File: config.mk
export PLATFORM = sky130hd
export DESIGN_NAME = add_family_execute
export DESIGN_NICKNAME = d
export VERILOG_FILES = /design/src/add_exec_pkg.sv /design/src/add_family_execute.sv /design/src/split_field_swap.sv
export VERILOG_INCLUDE_DIRS = /design/src
export SDC_FILE = /design/constraint.sdc
export NUM_CORES = 2
export LEC_CHECK = 0
export BUFFER_PORTS_ARGS = -buffer_cell sky130_fd_sc_hd__clkbuf_2
export CAP_MARGIN = 10
export CORE_ASPECT_RATIO = 0.7
export CORE_MARGIN = 3
export CORE_UTILIZATION = 50
export DETAILED_ROUTE_END_ITERATION = 8
export PLACE_DENSITY = 0.74
export SLEW_MARGIN = 15
export SYNTH_ARGS = -nofsm -noshare
export SYNTH_HDL_FRONTEND = slang
export SYNTH_SLANG_ARGS = --single-unit
File: constraint.sdc
create_clock -name aclk -period 6.6 [get_ports aclk]
set_input_delay 0.33 -clock aclk [delete_from_list [all_inputs] [get_ports aclk]]
set_output_delay 0.33 -clock aclk [all_outputs]
set_load 0.05 [all_outputs]
File: src/add_exec_cfg.svh
// Purpose: Constants for the add-group decode and execute block
// Assumes: Bit 0 is the most significant bit of the instruction word
// Notes: Register offsets are byte addresses on the AXI4-Lite slave
// Overview of operation
// - Words are 32 bits; opcode in bits 0:5
// - Bad defined field raises illegal-instruction exception
// - Nonzero reserved bits execute undefined, no exception
// - Special register number swaps split field halves
// - Device-control register number swaps halves too
// - Time-base register number swaps halves too
// - Extended 266 adds sources, carry unchanged
// - Extended 10 adds and sets carry
// - Extended 138 adds sources plus carry
// - Overflow-enable updates overflow; record updates field zero
// - Opcode 14 adds immediate, zero when source 0
// - Opcode 12 adds immediate and updates carry
// - Opcode 13 as 12, always records
// - Opcode 15 adds shifted immediate, zero source special
`ifndef ADD_EXEC_CFG_SVH
`define ADD_EXEC_CFG_SVH
`define OP_EXT 6'h1F
`define OP_ADDIC 6'h0C
`define OP_ADDIC_REC 6'h0D
`define OP_ADDI 6'h0E
`define OP_ADDIS 6'h0F
`define XO_ADD 9'h10A
`define XO_ADDC 9'h00A
`define XO_ADDE 9'h08A
`define XO_MFSPR 10'h153
`define XO_MTSPR 10'h1D3
`define XO_MFDCR 10'h143
`define XO_MTDCR 10'h1C3
`define XO_MFTB 10'h173
`define REG_INSTR 8'h00
`define REG_CTRL 8'h04
`define REG_STATUS 8'h08
`define REG_RESULT 8'h0C
`define REG_SPLIT 8'h10
`define REG_GPR_BASE 8'h80
`define CTRL_GO 0
`define CTRL_CLR_SO 1
`define ST_ILLEGAL 0
`define ST_INVALID 1
`define ST_WROTE 2
`define ST_CA 4
`define ST_OV 5
`define ST_SO 6
`define ST_CR0_LSB 8
`define ST_SPLIT_KIND_LSB 12
`endif

File: src/add_exec_pkg.sv
// Purpose: Types for the add-group decode and execute block
// Assumes: Nothing beyond the cfg header
// Notes: Types only
package add_exec_pkg;
    typedef enum logic [1:0] {
        SPLIT_NONE = 2'b00,
        SPLIT_SPR = 2'b01,
        SPLIT_DCR = 2'b10,
        SPLIT_TBR = 2'b11
    } split_kind_t;
    typedef enum logic [3:0] {
        ADD_NONE = 4'b0000,
        ADD_RR = 4'b0001,
        ADD_RRC = 4'b0010,
        ADD_RRE = 4'b0011,
        ADD_IMM = 4'b0100,
        ADD_IMMC = 4'b0101,
        ADD_IMMCR = 4'b0110,
        ADD_IMMS = 4'b0111
    } add_op_t;
endpackage : add_exec_pkg

File: src/add_family_execute.sv
// Purpose: Decode and execute the fixed-point add group, AXI4-Lite controlled
// Assumes: Software loads operands and instruction word, then pulses go
// Notes: Execution completes in the cycle after go; one instruction at a time
//
// The AXI4-Lite slave port and the placing of the registers are this design's own decisions.
`timescale 1ns/100ps
`include "add_exec_cfg.svh"
module add_family_execute (
    input wire logic aclk,
    input wire logic aresetn,
    input wire logic [7:0] s_axi_awaddr,
    input wire logic [2:0] s_axi_awprot,
    input wire logic s_axi_awvalid,
    output logic s_axi_awready,
    input wire logic [31:0] s_axi_wdata,
    input wire logic [3:0] s_axi_wstrb,
    input wire logic s_axi_wvalid,
    output logic s_axi_wready,
    output logic [1:0] s_axi_bresp,
    output logic s_axi_bvalid,
    input wire logic s_axi_bready,
    input wire logic [7:0] s_axi_araddr,
    input wire logic [2:0] s_axi_arprot,
    input wire logic s_axi_arvalid,
    output logic s_axi_arready,
    output logic [31:0] s_axi_rdata,
    output logic [1:0] s_axi_rresp,
    output logic s_axi_rvalid,
    input wire logic s_axi_rready,
    output logic illegal_instr_pulse,
    output logic [9:0] special_reg_number,
    output add_exec_pkg::split_kind_t split_kind
);
    import add_exec_pkg::*;

    logic [31:0] instr_reg;
    logic [31:0] gpr_reg [0:31];
    logic [31:0] result_reg;
    logic carry_flag_reg;
    logic overflow_flag_reg;
    logic summary_ovf_reg;
    logic [3:0] condition_field_zero_reg;
    logic illegal_reg;
    logic invalid_reg;
    logic wrote_reg;
    logic go_reg;
    logic [9:0] split_num_reg;
    split_kind_t split_kind_reg;

    // Write channel: address and data may arrive in either order
    logic aw_held_reg;
    logic [7:0] aw_addr_reg;
    logic w_held_reg;
    logic [31:0] w_data_reg;
    logic [3:0] w_strb_reg;
    logic bvalid_reg;
    logic [1:0] bresp_reg;
    logic rvalid_reg;
    logic [31:0] rdata_reg;
    logic [1:0] rresp_reg;

    assign s_axi_awready = !aw_held_reg && !bvalid_reg;
    assign s_axi_wready = !w_held_reg && !bvalid_reg;
    assign s_axi_bvalid = bvalid_reg;
    assign s_axi_bresp = bresp_reg;
    assign s_axi_arready = !rvalid_reg;
    assign s_axi_rvalid = rvalid_reg;
    assign s_axi_rdata = rdata_reg;
    assign s_axi_rresp = rresp_reg;

    wire aw_fire = s_axi_awvalid && s_axi_awready;
    wire w_fire = s_axi_wvalid && s_axi_wready;
    wire aw_have = aw_held_reg || aw_fire;
    wire w_have = w_held_reg || w_fire;
    wire [7:0] wr_addr = aw_held_reg ? aw_addr_reg : s_axi_awaddr;
    wire [31:0] wr_data = w_held_reg ? w_data_reg : s_axi_wdata;
    wire [3:0] wr_strb = w_held_reg ? w_strb_reg : s_axi_wstrb;
    wire wr_do = aw_have && w_have && !bvalid_reg;
    wire wr_is_gpr = wr_addr[7];
    wire wr_is_instr = wr_addr == `REG_INSTR;
    wire wr_is_ctrl = wr_addr == `REG_CTRL;
    wire wr_ok = wr_is_gpr || wr_is_instr || wr_is_ctrl;
    wire [4:0] wr_gpr_idx = wr_addr[6:2];
    wire [31:0] wr_mask = {{8{wr_strb[3]}}, {8{wr_strb[2]}}, {8{wr_strb[1]}}, {8{wr_strb[0]}}};
    wire wr_go = wr_do && wr_is_ctrl && wr_strb[0] && wr_data[`CTRL_GO];
    wire wr_clr_so = wr_do && wr_is_ctrl && wr_strb[0] && wr_data[`CTRL_CLR_SO];

    // Field extraction, bit 0 is the MSB of the word
    wire [5:0] primary_opcode = instr_reg[31:26];
    wire [4:0] dest_reg_field = instr_reg[25:21];
    wire [4:0] src_a_reg_field = instr_reg[20:16];
    wire [4:0] src_b_reg_field = instr_reg[15:11];
    wire overflow_enable = instr_reg[10];
    wire [8:0] ext_opcode9 = instr_reg[9:1];
    wire [9:0] ext_opcode10 = instr_reg[10:1];
    wire record_bit = instr_reg[0];
    wire [15:0] signed_immediate16 = instr_reg[15:0];
    wire [9:0] split_raw = instr_reg[20:11];

    wire is_ext = primary_opcode == `OP_EXT;
    wire is_add = is_ext && ext_opcode9 == `XO_ADD;
    wire is_addc = is_ext && ext_opcode9 == `XO_ADDC;
    wire is_adde = is_ext && ext_opcode9 == `XO_ADDE;
    wire is_rr = is_add || is_addc || is_adde;
    wire is_spr = is_ext && (ext_opcode10 == `XO_MFSPR || ext_opcode10 == `XO_MTSPR);
    wire is_dcr = is_ext && (ext_opcode10 == `XO_MFDCR || ext_opcode10 == `XO_MTDCR);
    wire is_tbr = is_ext && ext_opcode10 == `XO_MFTB;
    wire is_addi = primary_opcode == `OP_ADDI;
    wire is_addic = primary_opcode == `OP_ADDIC;
    wire is_addic_rec = primary_opcode == `OP_ADDIC_REC;
    wire is_addis = primary_opcode == `OP_ADDIS;
    wire is_known = is_rr || is_spr || is_dcr || is_tbr || is_addi || is_addic
        || is_addic_rec || is_addis;
    // Any word outside the supported opcode set has a wrong defined field
    wire illegal_now = !is_known;
    // Split-field moves keep bit 31 reserved; flagged but still executed
    wire invalid_now = (is_spr || is_dcr || is_tbr) && record_bit;

    wire [9:0] swapped_number;
    split_field_swap swap_inst (
        .split_field(split_raw),
        .reg_number(swapped_number)
    );
    wire split_kind_t kind_now = split_kind_t'(is_spr ? SPLIT_SPR : is_dcr ? SPLIT_DCR
        : is_tbr ? SPLIT_TBR : SPLIT_NONE);

    // Operand selection
    wire [31:0] reg_a = gpr_reg[src_a_reg_field];
    wire [31:0] reg_b = gpr_reg[src_b_reg_field];
    wire [31:0] imm_sext = {{16{signed_immediate16[15]}}, signed_immediate16};
    wire [31:0] imm_shift = {signed_immediate16, 16'h0000};
    wire a_zero_ok = (is_addi || is_addis) && src_a_reg_field == 5'h00;
    wire [31:0] op_a = a_zero_ok ? 32'h0000_0000 : reg_a;
    wire [31:0] op_b = is_rr ? reg_b : is_addis ? imm_shift : imm_sext;
    wire carry_in = is_adde ? carry_flag_reg : 1'b0;
    wire [32:0] sum_full = {1'b0, op_a} + {1'b0, op_b} + {32'h0000_0000, carry_in};
    wire [31:0] sum = sum_full[31:0];
    wire carry_out = sum_full[32];
    wire signed_ovf = (op_a[31] == op_b[31]) && (sum[31] != op_a[31]);

    wire updates_carry = is_addc || is_adde || is_addic || is_addic_rec;
    wire updates_ovf = is_rr && overflow_enable;
    wire records = (is_rr && record_bit) || is_addic_rec;
    wire writes_dest = is_rr || is_addi || is_addic || is_addic_rec || is_addis;
    wire so_next = updates_ovf ? (summary_ovf_reg || signed_ovf) : summary_ovf_reg;
    // Less-than, greater-than, equal, then summary copy
    wire [3:0] cr0_next = {sum[31], !sum[31] && sum != 32'h0000_0000,
        sum == 32'h0000_0000, so_next};

    always_ff @(posedge aclk) begin
        if (!aresetn) begin
            aw_held_reg <= 1'b0;
            w_held_reg <= 1'b0;
            bvalid_reg <= 1'b0;
        end else begin
            if (aw_fire && !(w_have)) aw_held_reg <= 1'b1;
            if (w_fire && !(aw_have)) w_held_reg <= 1'b1;
            if (wr_do) begin
                aw_held_reg <= 1'b0;
                w_held_reg <= 1'b0;
                bvalid_reg <= 1'b1;
            end else if (bvalid_reg && s_axi_bready) begin
                bvalid_reg <= 1'b0;
            end
        end
    end

    always_ff @(posedge aclk) begin
        if (!aresetn) begin
            aw_addr_reg <= 8'h00;
            w_data_reg <= 32'h0000_0000;
            w_strb_reg <= 4'h0;
            bresp_reg <= 2'b00;
        end else begin
            if (aw_fire) aw_addr_reg <= s_axi_awaddr;
            if (w_fire) w_data_reg <= s_axi_wdata;
            if (w_fire) w_strb_reg <= s_axi_wstrb;
            if (wr_do) bresp_reg <= wr_ok ? 2'b00 : 2'b10;
        end
    end

    // Register file write; sized 32 words, so it is an array
    always_ff @(posedge aclk) begin
        if (wr_do && wr_is_gpr) begin
            gpr_reg[wr_gpr_idx] <= (gpr_reg[wr_gpr_idx] & ~wr_mask) | (wr_data & wr_mask);
        end else if (go_reg && writes_dest) begin
            gpr_reg[dest_reg_field] <= sum;
        end
    end

    always_ff @(posedge aclk) begin
        if (!aresetn) begin
            instr_reg <= 32'h0000_0000;
            go_reg <= 1'b0;
        end else begin
            if (wr_do && wr_is_instr) instr_reg <= (instr_reg & ~wr_mask) | (wr_data & wr_mask);
            go_reg <= wr_go;
        end
    end

    // Execute one cycle after go, so the instruction word is stable
    always_ff @(posedge aclk) begin
        if (!aresetn) begin
            result_reg <= 32'h0000_0000;
            carry_flag_reg <= 1'b0;
            overflow_flag_reg <= 1'b0;
            condition_field_zero_reg <= 4'h0;
            illegal_reg <= 1'b0;
            invalid_reg <= 1'b0;
            wrote_reg <= 1'b0;
            split_num_reg <= 10'h000;
            split_kind_reg <= SPLIT_NONE;
        end else if (go_reg) begin
            illegal_reg <= illegal_now;
            invalid_reg <= invalid_now;
            split_kind_reg <= kind_now;
            split_num_reg <= swapped_number;
            wrote_reg <= writes_dest;
            if (writes_dest) result_reg <= sum;
            if (updates_carry) carry_flag_reg <= carry_out;
            if (updates_ovf) overflow_flag_reg <= signed_ovf;
            if (records) condition_field_zero_reg <= cr0_next;
        end
    end

    // Sticky summary: a setting overflow wins over a software clear
    always_ff @(posedge aclk) begin
        if (!aresetn) begin
            summary_ovf_reg <= 1'b0;
        end else if (go_reg && updates_ovf && signed_ovf) begin
            summary_ovf_reg <= 1'b1;
        end else if (wr_clr_so) begin
            summary_ovf_reg <= 1'b0;
        end
    end

    always_ff @(posedge aclk) begin
        if (!aresetn) begin
            illegal_instr_pulse <= 1'b0;
        end else begin
            illegal_instr_pulse <= go_reg && illegal_now;
        end
    end

    assign special_reg_number = split_num_reg;
    assign split_kind = split_kind_reg;

    wire [31:0] status_word = {16'h0000, 2'b00, split_kind_reg, condition_field_zero_reg,
        1'b0, summary_ovf_reg, overflow_flag_reg, carry_flag_reg,
        1'b0, wrote_reg, invalid_reg, illegal_reg};
    wire rd_fire = s_axi_arvalid && s_axi_arready;
    wire rd_is_gpr = s_axi_araddr[7];
    wire [31:0] rd_value;
    wire rd_ok;
    assign rd_ok = rd_is_gpr || s_axi_araddr == `REG_INSTR || s_axi_araddr == `REG_CTRL
        || s_axi_araddr == `REG_STATUS || s_axi_araddr == `REG_RESULT
        || s_axi_araddr == `REG_SPLIT;
    assign rd_value = rd_is_gpr ? gpr_reg[s_axi_araddr[6:2]]
        : s_axi_araddr == `REG_INSTR ? instr_reg
        : s_axi_araddr == `REG_STATUS ? status_word
        : s_axi_araddr == `REG_RESULT ? result_reg
        : s_axi_araddr == `REG_SPLIT ? {22'h00_0000, split_num_reg}
        : 32'h0000_0000;

    always_ff @(posedge aclk) begin
        if (!aresetn) begin
            rvalid_reg <= 1'b0;
            rdata_reg <= 32'h0000_0000;
            rresp_reg <= 2'b00;
        end else if (rd_fire) begin
            rvalid_reg <= 1'b1;
            rdata_reg <= rd_value;
            rresp_reg <= rd_ok ? 2'b00 : 2'b10;
        end else if (rvalid_reg && s_axi_rready) begin
            rvalid_reg <= 1'b0;
        end
    end
endmodule : add_family_execute

File: src/split_field_swap.sv
// Purpose: Rebuild a 10-bit register number from a split field
// Assumes: Field bit 0 is the leftmost (most significant) bit
// Notes: Same swap serves all three register spaces
`timescale 1ns/100ps
module split_field_swap (
    input wire logic [9:0] split_field,
    output logic [9:0] reg_number
);
    // Encoded 0:4 become number 5:9; encoded 5:9 become number 0:4
    assign reg_number = {split_field[4:0], split_field[9:5]};
endmodule : split_field_swap
==> flow_summary.json <==
{
  "outcome": "finished clean",
  "layout_min_cycle_time_ns": 6.28,
  "synth_top_cell_by_area": "edfxtp_1",
  "place.port_buffers": 110,
  "setup_repair_after_global_routing_missed_its_margin": "false",
  "grtUsageTotal": 0.345,
  "fin_worst_hold_slack_ns": 0.110,
  "most-common-layout-cells": "mux4_2, edfxtp_1, nand2_1",
  "placed_area_mm2": 0.0778,
  "synth.area.mux_share": 0.395,
  "die_area_mm2": 0.152,
  "fmax_mhz": 159,
  "drc": 0,
  "detail_route.wirelength_um": 265000,
  "power.share.switching": 0.261,
  "synthToLayoutAreaGrowth_pct": 11.6,
  "synth_seq_cells": 1204,
  "grt_first_pass_wirelength_um": 377000,
  "power_leakage_nw": 24.8,
  "wire_per_inst_um": 39.8,
  "drtIter0Drc": 10200,
  "cts_resized": 0,
  "cts-buffers-inserted": 112,
  "syn_area_mm2": 0.0736,
  "antenna_found_initial": 12,
  "clk-insertion-delay-late_ns": 0.79,
  "power.share.clock": 0.384,
  "die_width_um": 464,
  "worst_ep_required_time_ns": 7.03,
  "timing.critical_path.slowest_stage_cell": "o311ai_0",
  "comb_power_share": 0.128,
  "layoutNonFillerInstCount": 6663,
  "cts_num_sinks": 1204,
  "synthXorXnorAreaFrac": 0.00190,
  "yosysWarningCount": 0,
  "num-nets-final": 4696,
  "timing.critical_path.from_type": "register",
  "setup-tns-final_ns": 0,
  "antenna_violating_nets_post_route": 0,
  "worst_clk_skew_ns": 0.0437,
  "p_int_mw": 13.0,
  "grt_remaining_overflow": 0,
  "ctsRootBufferMaster": "clkbuf_16",
  "ir_drop_mv": 0.248,
  "synth-adder-area-share": 0.00582,
  "fin_crit_sh": 0.952,
  "arrival_ns": 6.71,
  "worst-path-max-fanout": 32,
  "post_synthesis_simple_gate_area_fraction": 0.0502,
  "worst_slew_pin_slew_ns": 1.23,
  "finalMaxSlewViolations": 0,
  "pin_count_of_the_biggest_net_entering_global_routing": 109,
  "setup.reg_to_reg.worst_slack_ns": 0.32,
  "final-hold-violation-count": 0,
  "synth.distinct_cells": 75,
  "layout_commonest_cell": "mux4_2",
  "fp.dieH_um": 327,
  "crit_type": "reg -> reg",
  "clk_pin_slew_ns": 0.07,
  "start_util": 0.505,
  "p_seq_frac": 0.488,
  "largest_reg_flops": 1024,
  "layout-drive-gt1-share": 0.400,
  "synth_top_area_share": 0.418,
  "mean_instance_size_in_the_synthesized_netlist_um2": 16.2,
  "complex_gate_fraction_of_the_synthesized_area": 0.0553,
  "fp.coreArea_mm2": 0.146,
  "finalWeightedCongestion": 1.01,
  "synth_top_family_by_area": "multiplexers",
  "timing.final.setup_violations": 0,
  "core.rowCount": 117,
  "ys_top_cells_by_area": "edfxtp_1, mux4_2, dfxtp_1",
  "synth-seq-area-share": 0.467,
  "postLayoutCellArea_mm2": 0.0821,
  "critPathCaptureType": "register",
  "synth_enable_flop_cells": 1024,
  "cts_tree": "built",
  "cts.htree.levels": 3,
  "number_of_instances_in_the_synthesized_netlist": 4540,
  "via_count_of_the_first_global_routing_pass": 50800,
  "power_density_mw_per_mm2": 215,
  "vias_after_detailed_routing": 53100,
  "cpPeakStageDelay_ns": 0.92,
  "place_inst": 6397,
  "ys_dominant_reg_cell": "edfxtp_1",
  "drv.max_cap_violation_count": 0,
  "firstDrtPassIters": 6,
  "max_slew_margin": 0.173,
  "cell_chain_critical_path": "buf_4 -> mux4_2 -> mux4_2 -> mux2i_1 -> o21ai_0 -> ha_1 -> nand4_1 -> nor2_1 -> o2111ai_1 -> buf_4 -> and3_1 -> o311ai_0 -> nand2_1 -> o21ai_4",
  "worstHoldPathType": "in -> reg",
  "synth_async_sr_flop_share": 0,
  "final.fill_count": 10900,
  "io_pins": 119,
  "power.switching_mw": 4.61,
  "clock_tree.buffer_depth": 3,
  "detail_route.vias_per_cell": 7.96,
  "place_hpwl_um": 158000
}
[final timing paths]
kind,from,depth (start not counted),to
setup / recovery,register,14,gpr_reg[7][25]$_DFFE_PP_
hold / removal,aresetn,4,s_axi_rdata[6]$_SDFFE_PN0P_
setup reg to reg,register,14,gpr_reg[7][25]$_DFFE_PP_
hold reg to reg,w_data_reg[26]$_SDFFE_PN0P_,2,w_data_reg[26]$_SDFFE_PN0P_
[worst max-delay path, delay by kind of cell (launching register included)]
family	cells	cell delay, ns
AOI/OAI and AO/OA	4	1.69
and+or+nand+nor	4	0.67
buffers and inverters	2	0.79
DFF	1	0.76
muxes	3	1.49
adders and majority gates	1	0.49
[through the flow]
step	setup WS [ns]	utilization	total power [mW]
2_1_floorplan	0.185	-	10.1
3_3_place_gp	0.594	0.533	10.9
3_5_place_dp	0.501	0.533	10.9
4_1_cts	0.436	0.562	17.5
5_1_grt	0.107	0.563	18.0
6_report	0.316	0.563	17.6
[timing repair]
| item | CTS | global route |
|---|---|---|
| hold buffers | 50 | 0 |
| buffers inserted | 0 | 0 |
| endpoints found under the hold margin | 48 | 0 |
[synthesized netlist by cell type, drive strengths merged, types with 48 or more instances]
cell type	instances
o21ai	83
dfxtp	180
mux2	48
nor2	218
mux2i	112
edfxtp	1024
clkbuf	316
and2	73
a21oi	184
mux4	1216
nand2	351
a211oi	120
buf	129
[area by class of cell]
cell class | count | area (µm²) | share of cell area
Multi-Input combinational cell | 2865 | 38000 | 0.462
Sequential cell | 1204 | 34400 | 0.419
Timing Repair Buffer | 388 | 3460 | 0.0421
Clock buffer | 145 | 3080 | 0.0376
Tap cell | 1963 | 2460 | 0.0299
Clock inverter | 66 | 629 | 0.00767
Inverter | 27 | 106 | 0.00130
Antenna cell | 5 | 12.5 | 0.000152
[power by group through the flow]
stage	clock network [mW]	registers (mW)	logic (mW)
final	6.77	8.61	2.26
after global routing	7.06	8.61	2.34
after CTS	6.75	8.61	2.18
after detailed placement	0	8.77	2.14
after global placement	0	8.77	2.11
after floorplan	0	8.83	1.31
[kinds of logic after synthesis]
| family | Yosys count |
|---|---|
| multiplexers | 1376 |
| buffers and inverters | 472 |
| flip-flops | 1204 |
| adder cells (fa/ha/maj) | 33 |
| AO/OA/AOI/OAI | 615 |
| other | 1 |
| AND/OR/NAND/NOR | 823 |
| XOR/XNOR | 16 |
[layer usage]
metal	vias to the layer above	track usage	wire, µm
li1	19600	-	-
met3	1107	0.170	51200
met4	14	0.186	18200
met5	-	0.00410	210
met1	26700	0.459	86400
met2	5672	0.465	109000
Note: power is estimated with default switching activity, not from simulation.
